### src/rtl/ppp_pkg.sv
// Constants for the byte-wide PROM programming port controller
// Assumes a 10 MHz core clock; times are converted to cycle counts here
package ppp_pkg;
  // ----------------------------------------------------------------
  // Clock and timing
  // ----------------------------------------------------------------
  localparam int unsigned CLK_HZ        = 10000000;
  localparam int unsigned PULSE_MIN_NS  = 190000;   // 0.19 ms
  localparam int unsigned PULSE_MAX_NS  = 210000;   // 0.21 ms
  localparam int unsigned OVR_MAX_NS    = 5250000;  // 5.25 ms
  localparam int unsigned SETUP_NS      = 2000;     // 2 us setups and holds
  localparam int unsigned FLOAT_NS      = 130000;   // 130 us output float
  localparam int unsigned CLK_NS        = 1000000000 / CLK_HZ;
  // Initial pulse: midpoint 0.20 ms, inside the window
  localparam int unsigned PULSE_CYC     = (PULSE_MIN_NS + PULSE_MAX_NS) / (2 * CLK_NS);
  localparam int unsigned SETUP_CYC     = (SETUP_NS + CLK_NS - 1) / CLK_NS;
  localparam int unsigned FLOAT_CYC     = (FLOAT_NS + CLK_NS - 1) / CLK_NS;
  localparam int unsigned OVR_MAX_CYC   = OVR_MAX_NS / CLK_NS;
  localparam int unsigned MAX_TRIES     = 25;
  // ----------------------------------------------------------------
  // Address map
  // ----------------------------------------------------------------
  localparam logic [16:0] ADDR_FIRST    = 17'h00000;
  localparam logic [16:0] ADDR_LAST     = 17'h0edff;
  localparam logic [16:0] ADDR_GUARD    = 17'h0ee00;
  localparam logic [16:0] ADDR_TOP      = 17'h1ffff;
  localparam logic [7:0]  BLANK_BYTE    = 8'hff;
  localparam int          CNT_W         = 16;
  localparam int          TRY_W         = 5;
endpackage

### src/rtl/ppp_timer.sv
// Down-counter that pulses done after a loaded number of cycles
// Assumes one clock domain, asynchronous active-high reset
`timescale 1ns/10ps
module ppp_timer
  import ppp_pkg::*;
(
  input  wire logic             core_clk,
  input  wire logic             sys_rst,
  input  wire logic             load,
  input  wire logic [CNT_W-1:0] count,
  output      logic             done
);
  logic [CNT_W-1:0] cnt_q;
  logic             run_q;
  wire              last = run_q && (cnt_q == {{(CNT_W-1){1'b0}}, 1'b1});

  // ----------------------------------------------------------------
  // Counter
  // ----------------------------------------------------------------
  always_ff @(posedge core_clk or posedge sys_rst) begin
    if (sys_rst) begin
      cnt_q <= '0;
      run_q <= 1'b0;
    end else if (load) begin
      cnt_q <= count;
      run_q <= 1'b1;
    end else if (run_q) begin
      cnt_q <= cnt_q - 1'b1;
      run_q <= !last;
    end
  end

  assign done = last;
endmodule // ppp_timer

### src/rtl/ppp_host.sv
// Programmer side of the byte-wide PROM port: write, verify, overwrite
// Assumes the device sits in PROM mode and its data inputs are synchronous
`timescale 1ns/10ps
module ppp_host
  import ppp_pkg::*;
(
  input  wire logic        core_clk,
  input  wire logic        sys_rst,
  input  wire logic        req_valid,
  input  wire logic        req_verify_only,
  input  wire logic [16:0] req_addr,
  input  wire logic [7:0]  req_data,
  output      logic        req_ready,
  output      logic        rsp_valid,
  output      logic        rsp_ok,
  output      logic [7:0]  rsp_data,
  output      logic        chip_enable_low,
  output      logic        output_gate_low,
  output      logic        program_strobe_low,
  output      logic [16:0] prom_address_lines,
  output      logic [7:0]  prom_data_lines_o,
  output      logic        prom_data_lines_oe,
  input  wire logic [7:0]  prom_data_lines_i,
  output      logic        mode_select_pin,
  output      logic        mode_pair_low,
  output      logic        mode_pair_high
);
  typedef enum logic [2:0] {
    PPP_IDLE  = 3'b000,
    PPP_SETUP = 3'b001,
    PPP_PULSE = 3'b011,
    PPP_HOLD  = 3'b010,
    PPP_VFY   = 3'b110,
    PPP_FLOAT = 3'b111,
    PPP_DONE  = 3'b101
  } ppp_state_t;

  ppp_state_t       st_q, st_d;
  logic [TRY_W-1:0] try_q;
  logic             ovr_q, vonly_q, ok_q;
  logic [7:0]       wdat_q, rdat_q;
  logic             tload;
  logic [CNT_W-1:0] tcount;
  logic             tdone;

  // ----------------------------------------------------------------
  // Request decode
  // ----------------------------------------------------------------
  wire in_range  = req_addr <= ADDR_LAST;
  wire guarded   = req_addr >= ADDR_GUARD;
  wire take      = (st_q == PPP_IDLE) && req_valid;
  // Writes that need no pulse finish at once
  wire skip      = take && !req_verify_only && (guarded || !in_range
                   || req_data == BLANK_BYTE);
  wire match     = prom_data_lines_i == wdat_q;
  wire give_up   = try_q == TRY_W'(MAX_TRIES);

  // Overwrite length: three initial pulses per try, worked out wide
  // so the product cannot wrap before the cap is applied
  wire [31:0]      ovr_full = 32'(PULSE_CYC) * 32'(try_q) * 32'h3;
  wire             ovr_cap  = ovr_full > 32'(OVR_MAX_CYC);
  wire [CNT_W-1:0] ovr_cnt  = ovr_cap ? CNT_W'(OVR_MAX_CYC)
                              : ovr_full[CNT_W-1:0];

  // Phase timer, reloaded on entry to each timed phase
  ppp_timer u_timer (
    .core_clk (core_clk),
    .sys_rst  (sys_rst),
    .load     (tload),
    .count    (tcount),
    .done     (tdone)
  );

  // ----------------------------------------------------------------
  // Sequencer: setup, pulse, hold, verify, float
  // ----------------------------------------------------------------
  always_comb begin
    st_d   = st_q;
    tload  = 1'b0;
    tcount = CNT_W'(SETUP_CYC);
    unique case (st_q)
      PPP_IDLE: begin
        if (take && !skip) begin
          st_d  = req_verify_only ? PPP_VFY : PPP_SETUP;
          tload = 1'b1;
        end else if (skip) begin
          st_d = PPP_DONE;
        end
      end
      PPP_SETUP: begin
        if (tdone) begin
          st_d   = PPP_PULSE;
          tload  = 1'b1;
          tcount = ovr_q ? ovr_cnt : CNT_W'(PULSE_CYC);
        end
      end
      PPP_PULSE: begin
        if (tdone) begin
          st_d  = PPP_HOLD;
          tload = 1'b1;
        end
      end
      PPP_HOLD: begin
        if (tdone) begin
          st_d  = ovr_q ? PPP_DONE : PPP_VFY;
          tload = !ovr_q;
        end
      end
      PPP_VFY: begin
        if (tdone) begin
          st_d   = PPP_FLOAT;
          tload  = 1'b1;
          tcount = CNT_W'(FLOAT_CYC);
        end
      end
      PPP_FLOAT: begin
        if (tdone) begin
          if (vonly_q || !ok_q && give_up) begin
            st_d = PPP_DONE;
          end else begin
            st_d  = PPP_SETUP;
            tload = 1'b1;
          end
        end
      end
      PPP_DONE: st_d = PPP_IDLE;
      default:  st_d = PPP_IDLE;
    endcase
  end

  // ----------------------------------------------------------------
  // State and request registers
  // ----------------------------------------------------------------
  always_ff @(posedge core_clk or posedge sys_rst) begin
    if (sys_rst) begin
      st_q    <= PPP_IDLE;
      try_q   <= '0;
      ovr_q   <= 1'b0;
      vonly_q <= 1'b0;
      ok_q    <= 1'b0;
      wdat_q  <= '0;
      rdat_q  <= '0;
    end else begin
      st_q <= st_d;
      // Latch a new request
      if (take) begin
        try_q   <= '0;
        ovr_q   <= 1'b0;
        vonly_q <= req_verify_only;
        ok_q    <= skip;
        wdat_q  <= req_data;
      end
      // Count tries and capture the verify byte
      if (st_q == PPP_SETUP && tdone && !ovr_q) try_q <= try_q + 1'b1;
      if (st_q == PPP_VFY && tdone) begin
        rdat_q <= prom_data_lines_i;
        ok_q   <= match;
      end
      // Matched: the next pulse is the overwrite
      if (st_q == PPP_FLOAT && tdone && ok_q && !vonly_q) ovr_q <= 1'b1;
    end
  end

  // ----------------------------------------------------------------
  // Next pin levels, decoded from the next state
  // ----------------------------------------------------------------
  wire ce_d    = st_d == PPP_IDLE || st_d == PPP_DONE;
  wire pgm_d   = st_d != PPP_PULSE;
  wire gate_d  = st_d != PPP_VFY;
  wire drive_d = st_d == PPP_SETUP || st_d == PPP_PULSE
                 || st_d == PPP_HOLD;
  wire ready_d = st_d == PPP_IDLE && !take;

  // ----------------------------------------------------------------
  // Pin drivers, registered
  // ----------------------------------------------------------------
  always_ff @(posedge core_clk or posedge sys_rst) begin
    if (sys_rst) begin
      chip_enable_low    <= 1'b1;
      output_gate_low    <= 1'b1;
      program_strobe_low <= 1'b1;
      prom_address_lines <= ADDR_FIRST;
      prom_data_lines_o  <= '0;
      prom_data_lines_oe <= 1'b0;
      req_ready          <= 1'b0;
      rsp_valid          <= 1'b0;
      rsp_ok             <= 1'b0;
      rsp_data           <= '0;
      mode_select_pin    <= 1'b0;
      mode_pair_low      <= 1'b1;
      mode_pair_high     <= 1'b0;
    end else begin
      // PROM-mode levels on the mode pins
      mode_select_pin    <= 1'b1;
      mode_pair_low      <= 1'b0;
      mode_pair_high     <= 1'b1;
      // One byte and its address per request
      if (take) prom_address_lines <= req_addr;
      if (take) prom_data_lines_o  <= req_data;
      // Strobes and data drive for the next phase
      chip_enable_low    <= ce_d;
      program_strobe_low <= pgm_d;
      output_gate_low    <= gate_d;
      prom_data_lines_oe <= drive_d;
      // Request handshake and response
      req_ready          <= ready_d;
      rsp_valid          <= st_q == PPP_DONE;
      rsp_ok             <= ok_q;
      rsp_data           <= vonly_q ? rdat_q : wdat_q;
    end
  end
endmodule // ppp_host

### config.mk
export PLATFORM = sky130hd
export DESIGN_NAME = ppp_host
export DESIGN_NICKNAME = d
export VERILOG_FILES = /design/src/rtl/ppp_pkg.sv /design/src/rtl/ppp_timer.sv /design/src/rtl/ppp_host.sv
export SDC_FILE = /design/constraint.sdc
export NUM_CORES = 1
export LEC_CHECK = 0
export BUFFER_PORTS_ARGS = -buffer_cell sky130_fd_sc_hd__buf_2
export CAP_MARGIN = 25
export CORE_ASPECT_RATIO = 0.75
export CORE_MARGIN = 2
export CORE_UTILIZATION = 55
export DETAILED_ROUTE_END_ITERATION = 8
export PLACE_DENSITY = 0.84
export SYNTH_ARGS = -nofsm -noshare
export SYNTH_HDL_FRONTEND = slang
export SYNTH_SLANG_ARGS = --single-unit
export TNS_END_PERCENT = 100
### constraint.sdc
create_clock -name core_clk -period 7.16 [get_ports core_clk]
set_input_delay 1.074 -clock core_clk [delete_from_list [all_inputs] [get_ports core_clk]]
set_output_delay 1.074 -clock core_clk [all_outputs]
set_load 0.005 [all_outputs]
Yosys cells after proc, flatten, opt, wreduce, memory -nomap -nowiden
Cells that the tools add are included.
{"block": "word_totals", "out_inout_bits": 43, "elab_cells": 110, "in_bits": 37, "register_bits": 78}
{"block": "classes", "magnitude_cmp": 3, "n_reduce_logical": 34, "n_mux": 33, "eq_ne": 16, "add_sub_neg": 2, "multipliers": 2}
{"cell": "$mux 16", "count": 5}
{"cell": "$pmux 16 s2", "count": 1}
{"cell": "$mux 3", "count": 9}
{"cell": "$gt 18x16->1 const B", "count": 1}
{"cell": "$pmux 3 s6", "count": 1}
{"cell": "$ge 17x16->1 const B", "count": 1}
{"cell": "$le 17x16->1 const B", "count": 1}
{"cell": "$eq 16x1->1 const B", "count": 1}
{"cell": "$sub 16x1->16 const B", "count": 1}
{"cell": "$mul 12x2->14 const B", "count": 1}
{"cell": "$logic_and 1x1->1", "count": 13}
{"cell": "$eq 3x2->1 const B", "count": 4}
{"cell": "$eq 3x3->1 const B", "count": 4}
{"cell": "$mul 7x5->12 const A", "count": 1}
{"cell": "$mux 1", "count": 11}
{"cell": "$mux 11", "count": 1}
{"cell": "$mux 5", "count": 2}
{"cell": "$eq 8x8->1", "count": 1}
{"cell": "$eq 8x8->1 const B", "count": 1}
{"cell": "$logic_not 1->1", "count": 8}
{"cell": "$mux 8", "count": 1}
{"cell": "$reduce_bool 2->1", "count": 4}
{"cell": "$eq 3x1->1 const B", "count": 2}
{"cell": "$logic_not 3->1", "count": 2}
{"cell": "8 further kinds", "count": 13}

Logic depth before layout (Yosys ltp)
Gate-level depths: netlist of the first run.
{"block": "depth", "ltp_word": 12, "mapped_depth": 20, "mapped_depth_nobuf": 19}

By module
A second synthesis of the first run with hierarchy kept.
{"block": "hier_totals", "cells_unflattened": 551, "area_unflattened_um2": 5113.7}
{"module": "ppp_host", "area_per_inst_um2": 4117.7, "n_inst": 1, "seq_area_each_um2": 1531.5, "cells_per_inst": 446}
{"module": "ppp_timer", "area_per_inst_um2": 996.0, "n_inst": 1, "seq_area_each_um2": 425.4, "cells_per_inst": 105}

Worst setup path before layout of the first run
OpenSTA, ideal clock, no wires.
{"block": "synth_timing", "path_kind": "reg2reg", "from": "reg try_q[2]", "to": "reg u_timer.cnt_q[6]", "setup_slack_ns": 1.785, "arrival_time_ns": 5.243, "path_stages_with_launch": 20, "n_path_buf": 1, "setup_ns": 0.132, "synth_period_minus_slack_ns": 5.375, "t_required_ns": 7.028, "cell_sequence": "dfrtp_1 inv_1 ha_1 fa_1 fa_1 inv_1 ha_1 a21o_1 a21oi_1 xnor2_1 ha_1 or4_1 o22ai_1 and4bb_1 or3b_1 xnor2_1 a211oi_2 buf_2 o21ai_0 o2bb2ai_1"}
{"block": "synth_via", "elab_chain_cells": 8, "word_cells_on_any_way": 15, "classes_between": "mul: 2; order compare: 1; eq/ne: 1; mux: 8; reduce/logical: 3"}
{"element": "start, declared", "line": "ppp_host.sv:39", "source": "logic [TRY_W-1:0] try_q;"}
{"element": "start signal, assigned", "line": "ppp_host.sv:154", "source": "if (st_q == PPP_SETUP && tdone && !ovr_q) try_q <= try_q + 1'b1;"}
{"element": "$mul 7x5->12", "line": "ppp_host.sv:60", "source": "wire [31:0] ovr_full = 32'(PULSE_CYC) * 32'(try_q) * 32'h3;"}
{"element": "$mul 12x2->14", "line": "ppp_host.sv:60"}
{"element": "$gt 18x16->1", "line": "ppp_host.sv:61", "source": "wire ovr_cap = ovr_full > 32'(OVR_MAX_CYC);"}
{"element": "$mux 16", "line": "ppp_host.sv:62", "source": "wire [CNT_W-1:0] ovr_cnt = ovr_cap ? CNT_W'(OVR_MAX_CYC)"}
{"element": "$mux 16", "line": "ppp_host.sv:94", "source": "tcount = ovr_q ? ovr_cnt : CNT_W'(PULSE_CYC);"}
{"element": "$mux 16", "line": "ppp_host.sv:91", "source": "if (tdone) begin"}
{"element": "$pmux 16 s2", "line": "ppp_host.sv:81", "source": "unique case (st_q)"}
{"element": "$mux 16", "line": "ppp_timer.sv:24", "source": "end else if (load) begin"}
{"element": "end signal, assigned", "line": "ppp_timer.sv:25", "source": "cnt_q <= count;"}
{"element": "end signal, assigned", "line": "ppp_timer.sv:28", "source": "cnt_q <= cnt_q - 1'b1;"}
{"element": "end, declared", "line": "ppp_timer.sv:13", "source": "logic [CNT_W-1:0] cnt_q;"}
Parallel ways exist; a longest one is shown, timed or not.
A chain may end at the register's enable or synchronous reset.

Worst setup path in the final report of the first run
{"block": "layout_timing", "from": "reg try_q[2]", "to": "reg u_timer.cnt_q[7]"}
The elaborated chain is that of the path after synthesis.

==> run_results.csv, run 1 <==
group,metric,value,unit
drt,post_drt_wl_per_cell,16.5,um
pwr,p_leak,0.00295,uW
sta,finalHoldViolCount,0,
floorplanning,die_w,114,um
logic_synthesis,syn_area_per_cell,9.70,um^2
drt,finalWirelength,11.6,mm
global_routing,grt_antenna_before_repair,0,
sta,tns,0,ns
clocking,cts_buffers,9,
logic_synthesis,yosys_warnings,0,
logic_synthesis,yosys.area_share.adder,0.137,
pwr,max-vdd-ir-drop,219,uV
worst_setup_path,cp-start-kind,"register",
sta,slew_headroom,0.289,
logic_synthesis,ys_ff_latch,78,
placed_design,dpl.hpwl,8.44,mm
logic_synthesis,synthMuxAreaShare,0.0380,
clocking,cts_setup_buffers,0,
placed_design,pre_cts_ws,0.946,ns
floorplanning,ios,80,
worst_setup_path,end_kind,"register",
worst_setup_path,crit_arrival,6.42,ns
hold_path,hp-class,"register to register",
sta,fin_ws,0.917,ns
placed_design,io_buffers,79,
layout,fillCellCount,717,
global_routing,grt_pass1_vias,4196,
floorplanning,rows,30,
clocking,cts.hold.buffers_added,0,
pwr,power_density,469,nW/um^2
sta,finalMaxSlewViolations,0,
placed_design,place_congestion,0.932,
layout,final_cells,707,
drt,postRouteAntennaNets,0,
floorplanning,die_h,86.6,um
worst_setup_path,cp_max_fo,13,
drt,drt-pass1-iter-count,5,
worst_setup_path,cp.required,7.33,ns
worst_setup_path,r2r_slack,0.92,ns
logic_synthesis,synth_edf_count,0,
global_routing,overflow,0,
logic_synthesis,synth_flop_cell,"dfrtp_1",
logic_synthesis,synth_top_family_by_area,"simple AND/OR/NAND/NOR gates",
sta,worst_pin_slew,1.06,ns
global_routing,grt_max_degree,79,
drt,via_per_inst,5.82,
clocking,clk_pin_slew_worst_paths,0.06,ns
logic_synthesis,synthCells,516,
worst_setup_path,critical_path_class,"register to register",
sta,skew,0.00863,ns
hold_path,min_to,"rsp_ok",
layout,finalNetCount,675,
logic_synthesis,yosysUniqueCellTypes,74,
floorplanning,core,8930,um^2
clocking,cts_tree,"done",
worst_setup_path,rr_endpoint,"u_timer.cnt_q[7]",
flow_run,drv_cap,0,
hold_path,holdPathStages,0,
hold_path,holdCritStartpoint,"ok_q",
layout,drive_above_1_share,0.234,
layout,diodes,0,
layout,area_growth,15.7,%
clocking,cts_max_level,3,
logic_synthesis,netlist_area,5000,um^2
worst_setup_path,r2r_cells,18,
sta,finalCriticalPeriod,6.24,ns
layout,final_area,5790,um^2
placed_design,placed_area,5490,um^2
drt,drc_errors,0,
drt,vias,4114,
sta,setup_viol_count_final,0,
floorplanning,start_util,0.560,
sta,max_freq,160,MHz
logic_synthesis,synth_compound_area_frac,0.149,
sta,period_share,0.872,
global_routing,grt_first_pass_wirelength,19.2,mm
logic_synthesis,post_synth_and_or_nand_nor_area_fraction,0.191,
worst_setup_path,reg2reg_from,"try_q[2]",
clocking,clock_sinks,78,
clocking,clk_latency,0.34,ns
outcome,outcome,"complete, no violations",
logic_synthesis,async_reset_ff_frac,1.00,
clocking,clock-root-buffer,"clkbuf_16",
floorplanning,design.die.area,9890,um^2
sta,rsz0062_at_grt,"false",
clocking,clk_path_buf_depth,2,
drt,detail_route.iter0.violations,329,
pwr,p_total,2710,uW
logic_synthesis,synth-xor-area-share,0.0577,
logic_synthesis,yosysSeqAreaShare,0.391,
logic_synthesis,syn_nets,601,
clocking,post_cts_resized,0,
global_routing,grt_usage,0.242,
placed_design,place_inst,691,
==> how the worst max path moves through the flow <==
stage	start	end	slack (ns)	depth (start not counted)
final	try_q[2]	u_timer.cnt_q[7]	0.92	18
after global routing	try_q[2]	u_timer.cnt_q[7]	0.54	18
after CTS	try_q[2]	u_timer.cnt_q[7]	0.90	18
after detailed placement	try_q[2]	u_timer.cnt_q[7]	0.95	18
after global placement	try_q[2]	u_timer.cnt_q[6]	1.33	18
after floorplan	try_q[2]	u_timer.cnt_q[6]	1.79	19
==> Yosys cell counts (3+ instances only) <==
cell type   n  area share
nor2_1     30       0.023
a31o_2      3      0.0053
and3_1      6      0.0075
a21oi_1    16       0.016
a31oi_1     4      0.0050
buf_2       3      0.0030
o22ai_1     4      0.0050
fa_1       11       0.044
mux2_1      3      0.0067
and2_1      3      0.0038
o2bb2ai_1   3      0.0053
xor2_1     14       0.025
o21ai_1     7      0.0070
o41ai_1     3      0.0053
o31ai_1     6      0.0090
dfstp_2     4       0.021
a211oi_1    3      0.0045
nand3_1    10       0.010
ha_1       37       0.092
o21ai_0    17       0.017
mux2_2     13       0.029
dfrtp_1    74        0.37
nand2_1    95       0.071
nor4_1      5      0.0063
xnor2_1    19       0.033
a21o_1      9       0.013
nor3_1     12       0.012
nor2b_1     5      0.0063
inv_1      25       0.019
clkbuf_1   13      0.0098
o21a_1      5      0.0075
==> cells by family after synthesis <==
logic type | count (synthesis)
AO/OA/AOI/OAI | 101
XOR/XNOR | 33
AND/OR/NAND/NOR | 193
buffers and inverters | 44
multiplexers | 17
flip-flops | 78
adder cells (fa/ha/maj) | 48
other | 2
==> per-layer routing <==
| layer | up-vias | track usage | part of all wire |
|---|---|---|---|
| met3 | 29 | 0.0601 | 0.054 |
| met2 | 132 | 0.400 | 0.48 |
| met1 | 2017 | 0.312 | 0.44 |
| met4 | 0 | 0.0887 | 0.026 |
| li1 | 1936 | - | - |
| met5 | - | 0 | 0 |
==> state kept, by name (all words and copies together), names as in the netlist <==
register and flops:
st_q 3, ok_q 1, chip_enable_low 1, ovr_q 1, program_strobe_low 1, mode_pair_high 1, try_q 5, output_gate_low 1
vonly_q 1, rsp_data 8, u_timer.run_q 1, u_timer.cnt_q 16, prom_data_lines_o 8, rsp_ok 1, rdat_q 8, prom_data_lines_oe 1
mode_pair_low 1, prom_address_lines 17, req_ready 1, rsp_valid 1
==> through the flow <==
step	hold slack (ns)	utilization
final	0.418	0.648
after global routing	0.430	0.648
after CTS	0.413	0.648
after detailed placement	0.384	0.614
after global placement	0.388	0.614
after floorplan	0.374	-
==> critical path, stage by stage, from the launching register on <==
cell       delay, ns
dfrtp_1         0.57
inv_1           0.11
ha_1            0.33
fa_1            0.49
fa_1            0.52
inv_1           0.04
ha_1            0.35
a21o_1          0.24
a21oi_1         0.20
xnor2_1         0.20
ha_1            0.29
or4_1           0.51
o22ai_1         0.27
and4bb_1        0.25
or3b_1          0.36
xnor2_1         0.16
a211oi_2        0.75
o21ai_0         0.25
o2bb2ai_1       0.19
==> area by class of cell <==
cell class | count | area [um^2] | area share
multi-input combinational | 394 | 2880 | 0.497
sequential | 78 | 1960 | 0.338
timing repair buffer | 82 | 418 | 0.0722
clock buffer | 13 | 260 | 0.0450
tap | 112 | 140 | 0.0242
inverter | 25 | 93.8 | 0.0162
clock inverter | 3 | 43.8 | 0.00756
==> power by group <==
group	leakage (uW)	total [uW]	switching [uW]	internal (uW)
Sequential	0.000988	806	186	620
Combinational	0.00182	1450	802	647
Clock	0.000150	459	170	289
==> cell usage in the layout, fill, tap and decap left out, drive strengths merged, types with 9 or more instances in the layout <==
| cell | instances |
|---|---|
| a21o | 9 |
| mux2 | 16 |
| xnor2 | 19 |
| o21ai | 25 |
| nor3 | 12 |
| xor2 | 14 |
| dfrtp | 74 |
| nor2 | 31 |
| ha | 37 |
| nand3 | 11 |
| clkbuf | 13 |
| nand2 | 97 |
| fa | 11 |
| inv | 25 |
| buf | 82 |
| a21oi | 16 |
Note: power is estimated with default switching activity, not from simulation.
==> run 2: changes to the inputs <==
--- a/config.mk
+++ b/config.mk
@@ -11,7 +11,7 @@
 export CORE_MARGIN = 2
 export CORE_UTILIZATION = 55
 export DETAILED_ROUTE_END_ITERATION = 8
-export PLACE_DENSITY = 0.84
+export PLACE_DENSITY_LB_ADDON = 0.08
 export SYNTH_ARGS = -nofsm -noshare
 export SYNTH_HDL_FRONTEND = slang
 export SYNTH_SLANG_ARGS = --single-unit
==> run 2 against run 1 <==
First-iteration DRC count is 12% lower. Fmax is 2.6% higher. Setup slack better by 0.16 ns. Routed wire length is 6.7% lower. Flip-flop and latch count stayed put. Non-clock buffer count is 1 higher. Cell count is 0.14% higher. Critical path type unchanged. Clock-buffer cell count is 1 lower.
==> run_results.csv, run 2 (synthesized netlist as in run 1, its figures left out) <==
group,metric,value,unit
worst_setup_path,cpMostUsedCell,"ha_1",
worst_setup_path,cp.required,7.34,ns
layout,area_growth,15.9,%
drt,via_per_inst,5.57,
clocking,cts_buffers,9,
clocking,post_cts_resized,0,
layout,finalNetCount,676,
sta,tns,0,ns
clocking,clk_pin_slew_worst_paths,0.06,ns
worst_setup_path,crit_chain,"inv_1 > ha_1 > fa_1 > fa_1 > inv_1 > ha_1 > a21o_1 > a21oi_1 > xnor2_1 > ha_1 > or4_1 > o22ai_1 > and4bb_1 > or3b_1 > xnor2_1 > a211oi_2 > o21ai_0 > o2bb2ai_1",
layout,ff_latch_area,1960,um^2
drt,drc_errors,0,
pwr,power_density,457,nW/um^2
floorplanning,die_h,86.6,um
pwr,p_sw,1120,uW
layout,final_common_cell,"nand2_1",
layout,top_register,"prom_address_lines",
clocking,cts.hold.buffers_added,0,
clocking,clock_sinks,78,
layout,reg_top3,"prom_address_lines (17), u_timer.cnt_q (16)",
global_routing,grt_first_pass_wirelength,17.6,mm
layout,largest_reg_flops,17,
global_routing,overflow,0,
global_routing,grt_antenna_before_repair,0,
worst_setup_path,end_kind,"register",
drt,detail_route.iter0.violations,289,
drt,post_drt_wl_per_cell,15.3,um
sta,rsz0062_at_grt,"false",
worst_setup_path,critical_path_class,"register to register",
pwr,netSwitchingFraction,0.424,
clocking,clock-root-buffer,"clkbuf_16",
floorplanning,design.die.area,9890,um^2
sta,worst_pin_slew,1.08,ns
sta,setup_viol_count_final,0,
sta,max_freq,164,MHz
global_routing,grt_usage,0.226,
worst_setup_path,critPathTopFamily,"adder cells",
layout,utilization,0.649,
layout,drive_above_1_share,0.238,
placed_design,place_congestion,0.925,
sta,finalMaxSlewViolations,0,
global_routing,grt_pass1_vias,3597,
global_routing,grt_max_degree,79,
pwr,max-vdd-ir-drop,215,uV
pwr,p_clk_frac,0.162,
clocking,clk_latency,0.33,ns
floorplanning,rows,30,
worst_setup_path,crit_buf_inv,2,
sta,finalCriticalPeriod,6.09,ns
floorplanning,core,8930,um^2
pwr,comb_power_share,0.537,
clocking,cts_setup_buffers,0,
pwr,p_leak,0.00297,uW
worst_setup_path,cp-start-kind,"register",
sta,period_share,0.850,
floorplanning,start_util,0.560,
drt,finalWirelength,10.9,mm
worst_setup_path,cp_max_fo,13,
hold_path,hp-class,"register to register",
sta,skew,0.00618,ns
placed_design,io_buffers,79,
worst_setup_path,crit_arrival,6.27,ns
clocking,cts_max_level,3,
pwr,seqPwrFrac,0.301,
worst_setup_path,cpMaxStageDelayCell,"a211oi_2",
layout,multi_input_area,2880,um^2
floorplanning,ios,80,
pwr,p_int,1530,uW
layout,mostFrequentLayoutCells,"95 x nand2_1, 79 x buf_2, 74 x dfrtp_1",
floorplanning,die_w,114,um
flow_run,drv_cap,0,
clocking,cts_tree,"done",
drt,drt-pass1-iter-count,4,
layout,diodes,0,
sta,slew_headroom,0.275,
pwr,p_total,2650,uW
drt,vias,3945,
clocking,clk_path_buf_depth,2,
sta,finalHoldViolCount,0,
drt,postRouteAntennaNets,0,
outcome,outcome,"complete, no violations",
placed_design,dpl.hpwl,7.89,mm
worst_setup_path,slowest_delay,0.73,ns
layout,fillCellCount,761,
## run 2: layer usage
layer / track usage / vias to the layer above / routed length (um)
met5: 0 / - / 0
met1: 0.341 / 1897 / 5290
met4: 0.0554 / 0 / 72
met2: 0.334 / 90 / 4900
met3: 0.0476 / 6 / 584
li1: - / 1952 / -
## run 2: worst reg2reg max path, delay by kind of cell (launching register included)
| kind | cells | cell delay [ns] |
|---|---|---|
| AO/OA/AOI/OAI | 6 | 1.80 |
| buffers and inverters | 2 | 0.16 |
| flip-flops | 1 | 0.54 |
| AND/OR/NAND/NOR | 3 | 1.15 |
| XOR/XNOR | 2 | 0.35 |
| adder cells (fa/ha/maj) | 5 | 1.96 |
## run 2: final timing paths
path | start | to | slack, ns | cells past startpoint
hold reg to reg | ok_q | rsp_ok | 0.41 | 0
hold / removal | ok_q | rsp_ok | 0.41 | 0
min in group asynchronous | sys_rst | prom_address_lines[16] | 0.67 | 3
setup reg to reg | try_q[2] | u_timer.cnt_q[7] | 1.07 | 18
max in group asynchronous | sys_rst | mode_pair_low | 5.93 | 4
setup / recovery | try_q[2] | u_timer.cnt_q[7] | 1.07 | 18
## run 2: power groups by stage
stage,logic (uW),registers (uW),clock network (uW)
final,1420,798,430
after floorplan,1100,748,0
after CTS,1430,796,440
after global placement,1380,795,0
after global routing,1590,826,460
after detailed placement,1420,802,0
## run 2: stage by stage
stage               instance area [um^2]  setup WS [ns]  hold slack [ns]  instances
floorplan                           5000           1.79            0.374        516
global placement                    5490           1.20            0.387        691
detailed placement                  5490           1.10            0.396        691
CTS                                 5770           1.07            0.406        707
global route                        5800          0.741            0.418        708
finish                              5800           1.07            0.408        708
## run 2: area by class of cell
class	count	area share
flip-flops and latches	78	0.337
inverters	25	0.0162
well taps	112	0.0242
repair buffers	83	0.0768
multi-input cells	394	0.496
clock buffers	12	0.0460
clock inverters	4	0.00345
==> run 3: changes to the inputs <==
--- a/config.mk
+++ b/config.mk
@@ -9,9 +9,10 @@
 export CAP_MARGIN = 25
 export CORE_ASPECT_RATIO = 0.75
 export CORE_MARGIN = 2
-export CORE_UTILIZATION = 55
+export CORE_UTILIZATION = 30
 export DETAILED_ROUTE_END_ITERATION = 8
 export PLACE_DENSITY_LB_ADDON = 0.08
+export SKIP_CTS_REPAIR_TIMING = 1
 export SYNTH_ARGS = -nofsm -noshare
 export SYNTH_HDL_FRONTEND = slang
 export SYNTH_SLANG_ARGS = --single-unit
==> run 3 against run 2 <==
Critical path depth did not move. Fmax decreased by 2.4%. Combinational power hardly changed. Hold slack got worse by 0.0079 ns. Via count fell by 0.30%. Die area up 79%. Clock skew barely moved. Sequential power is 0.6% higher. First-iteration DRC count down 6.9%. Flip-flop and latch count unchanged. Final area rose by 1.9%. Register-to-register slack got worse by 0.15 ns. Critical endpoint is now u_timer.cnt_q[6]. Largest cell class unchanged. Highest routed layer unchanged.
==> run_results.csv, run 3 (synthesized netlist as in run 1, its figures left out) <==
group,metric,value,unit
global_routing,grt_usage,0.143,
hold_path,hp-class,"register to register",
floorplanning,rows,40,
global_routing,grt_antenna_before_repair,0,
global_routing,overflow,0,
clocking,cts_tree,"done",
worst_setup_path,path_depth,18,
worst_setup_path,critical_path_class,"register to register",
clocking,cts_max_level,3,
worst_setup_path,crit_chain,"inv_1 > ha_1 > fa_1 > fa_1 > inv_1 > ha_1 > a21o_1 > a21oi_1 > xnor2_1 > ha_1 > or4_1 > o22ai_1 > and4bb_1 > or3b_1 > xnor2_1 > a211oi_2 > o21ai_0 > o2bb2ai_1",
worst_setup_path,cp.required,7.34,ns
pwr,power_density,448,nW/um^2
clocking,clock-root-buffer,"clkbuf_16",
drt,vias,3933,
worst_setup_path,cp-start-kind,"register",
global_routing,grt_max_degree,79,
worst_setup_path,end_kind,"register",
layout,finalNetCount,677,
sta,max_freq,160,MHz
drt,detail_route.iter0.violations,269,
sta,worst_pin_slew,0.915,ns
worst_setup_path,r2r_slack,0.92,ns
layout,ff_latch_area,1960,um^2
drt,post_drt_wl_per_cell,15.6,um
drt,via_per_inst,4.87,
sta,rsz0062_at_grt,"false",
placed_design,place_congestion,0.805,
floorplanning,design.die.area,17700,um^2
sta,finalMaxSlewViolations,0,
clocking,cts_buffers,9,
pwr,p_leak,0.00296,uW
placed_design,io_buffers,79,
outcome,outcome,"complete, no violations",
worst_setup_path,cpMaxStageDelayCell,"a211oi_2",
hold_path,holdCritStartpoint,"ok_q",
worst_setup_path,slowest_delay,0.76,ns
floorplanning,die_w,153,um
clocking,clk_latency,0.33,ns
sta,setup_viol_count_final,0,
worst_setup_path,crit_buf_inv,2,
worst_setup_path,cpMostUsedCell,"ha_1",
pwr,max-vdd-ir-drop,128,uV
drt,drt-pass1-iter-count,4,
hold_path,min_to,"rsp_ok",
floorplanning,ios,80,
layout,area_growth,18.1,%
sta,slew_headroom,0.390,
global_routing,grt_first_pass_wirelength,20.3,mm
worst_setup_path,critPathTopFamily,"adder cells",
clocking,clk_pin_slew_worst_paths,0.06,ns
floorplanning,die_h,116,um
layout,mostFrequentLayoutCells,"95 x nand2_1, 79 x buf_2, 74 x dfrtp_1",
layout,multi_input_area,2880,um^2
worst_setup_path,r2r_cells,18,
worst_setup_path,crit_arrival,6.41,ns
clocking,clock_sinks,78,
sta,finalCriticalPeriod,6.24,ns
floorplanning,start_util,0.310,
clocking,clk_path_buf_depth,2,
sta,finalHoldViolCount,0,
flow_run,drv_cap,0,
drt,postRouteAntennaNets,0,
drt,drc_errors,0,
placed_design,dpl.hpwl,9.16,mm
layout,final_common_cell,"nand2_1",
layout,top_register,"prom_address_lines",
global_routing,grt_pass1_vias,3888,
layout,largest_reg_flops,17,
sta,skew,0.00624,ns
worst_setup_path,rr_endpoint,"u_timer.cnt_q[6]",
sta,period_share,0.871,
hold_path,holdPathStages,0,
drt,finalWirelength,12.6,mm
floorplanning,core,16200,um^2
worst_setup_path,cp_max_fo,13,
layout,fillCellCount,1671,
layout,reg_top3,"prom_address_lines (17), u_timer.cnt_q (16)",
sta,tns,0,ns
sta,fin_hold_ws,0.400,ns
worst_setup_path,reg2reg_from,"try_q[2]",
layout,drive_above_1_share,0.236,
layout,diodes,0,
==> run 3: cell count changes in the layout (fill, tap and decap cells not counted), sizes merged <==
cell	change
clkinv	+2
buf	+1
clkbuf	-1
inv	-1
==> run 3: worst reg2reg max path, stage by stage, from the launching register on <==
cell and delay (ns):
dfrtp_1 0.56, inv_1 0.11, ha_1 0.33, fa_1 0.49
fa_1 0.52, inv_1 0.04, ha_1 0.35, a21o_1 0.24
a21oi_1 0.19, xnor2_1 0.20, ha_1 0.29, or4_1 0.53
o22ai_1 0.31, and4bb_1 0.26, or3b_1 0.37, xnor2_1 0.16
a211oi_2 0.76, o21ai_0 0.22, o2bb2ai_1 0.16
==> run 3: final cells by class <==
class,instances,share of cell area
clock buffer,11,0.0394
clock inverter,5,0.00487
inverter,25,0.0161
multi-input combinational,394,0.487
sequential,78,0.331
tap,210,0.0445
timing repair buffer,84,0.0773
==> run 3: worst max-delay path by stage <==
stage,start,end,slack (ns)
after floorplan,try_q[2],u_timer.cnt_q[6],1.79
after global placement,try_q[2],u_timer.cnt_q[7],1.10
after detailed placement,try_q[2],u_timer.cnt_q[6],0.99
after CTS,try_q[2],u_timer.cnt_q[6],0.94
after global routing,try_q[2],u_timer.cnt_q[6],0.48
final,try_q[2],u_timer.cnt_q[6],0.92
==> run 3: where the power goes <==
group | internal [uW] | switching (uW)
Sequential | 619 | 184
Clock | 233 | 177
Combinational | 646 | 788
Total | 1500 | 1150
==> run 3: stage by stage <==
step	instances	util	power, uW	setup WS (ns)	cell area (um^2)
2_1_floorplan	516	-	1850	1.79	5000
3_3_place_gp	789	0.347	2230	1.10	5610
3_5_place_dp	789	0.347	2250	0.994	5610
4_1_cts	805	0.363	2680	0.941	5870
5_1_grt	807	0.366	2910	0.479	5910
6_report	807	0.366	2650	0.924	5910
==> run 3: metal layers <==
layer | GRT usage | share of wire | routed length, um | up-vias
li1 | - | - | - | 1942
met1 | 0.218 | 0.53 | 6600 | 1908
met2 | 0.206 | 0.42 | 5330 | 77
met3 | 0.0322 | 0.046 | 579 | 6
met4 | 0.0284 | 0.0045 | 56 | 0
met5 | 0 | 0 | 0 | -
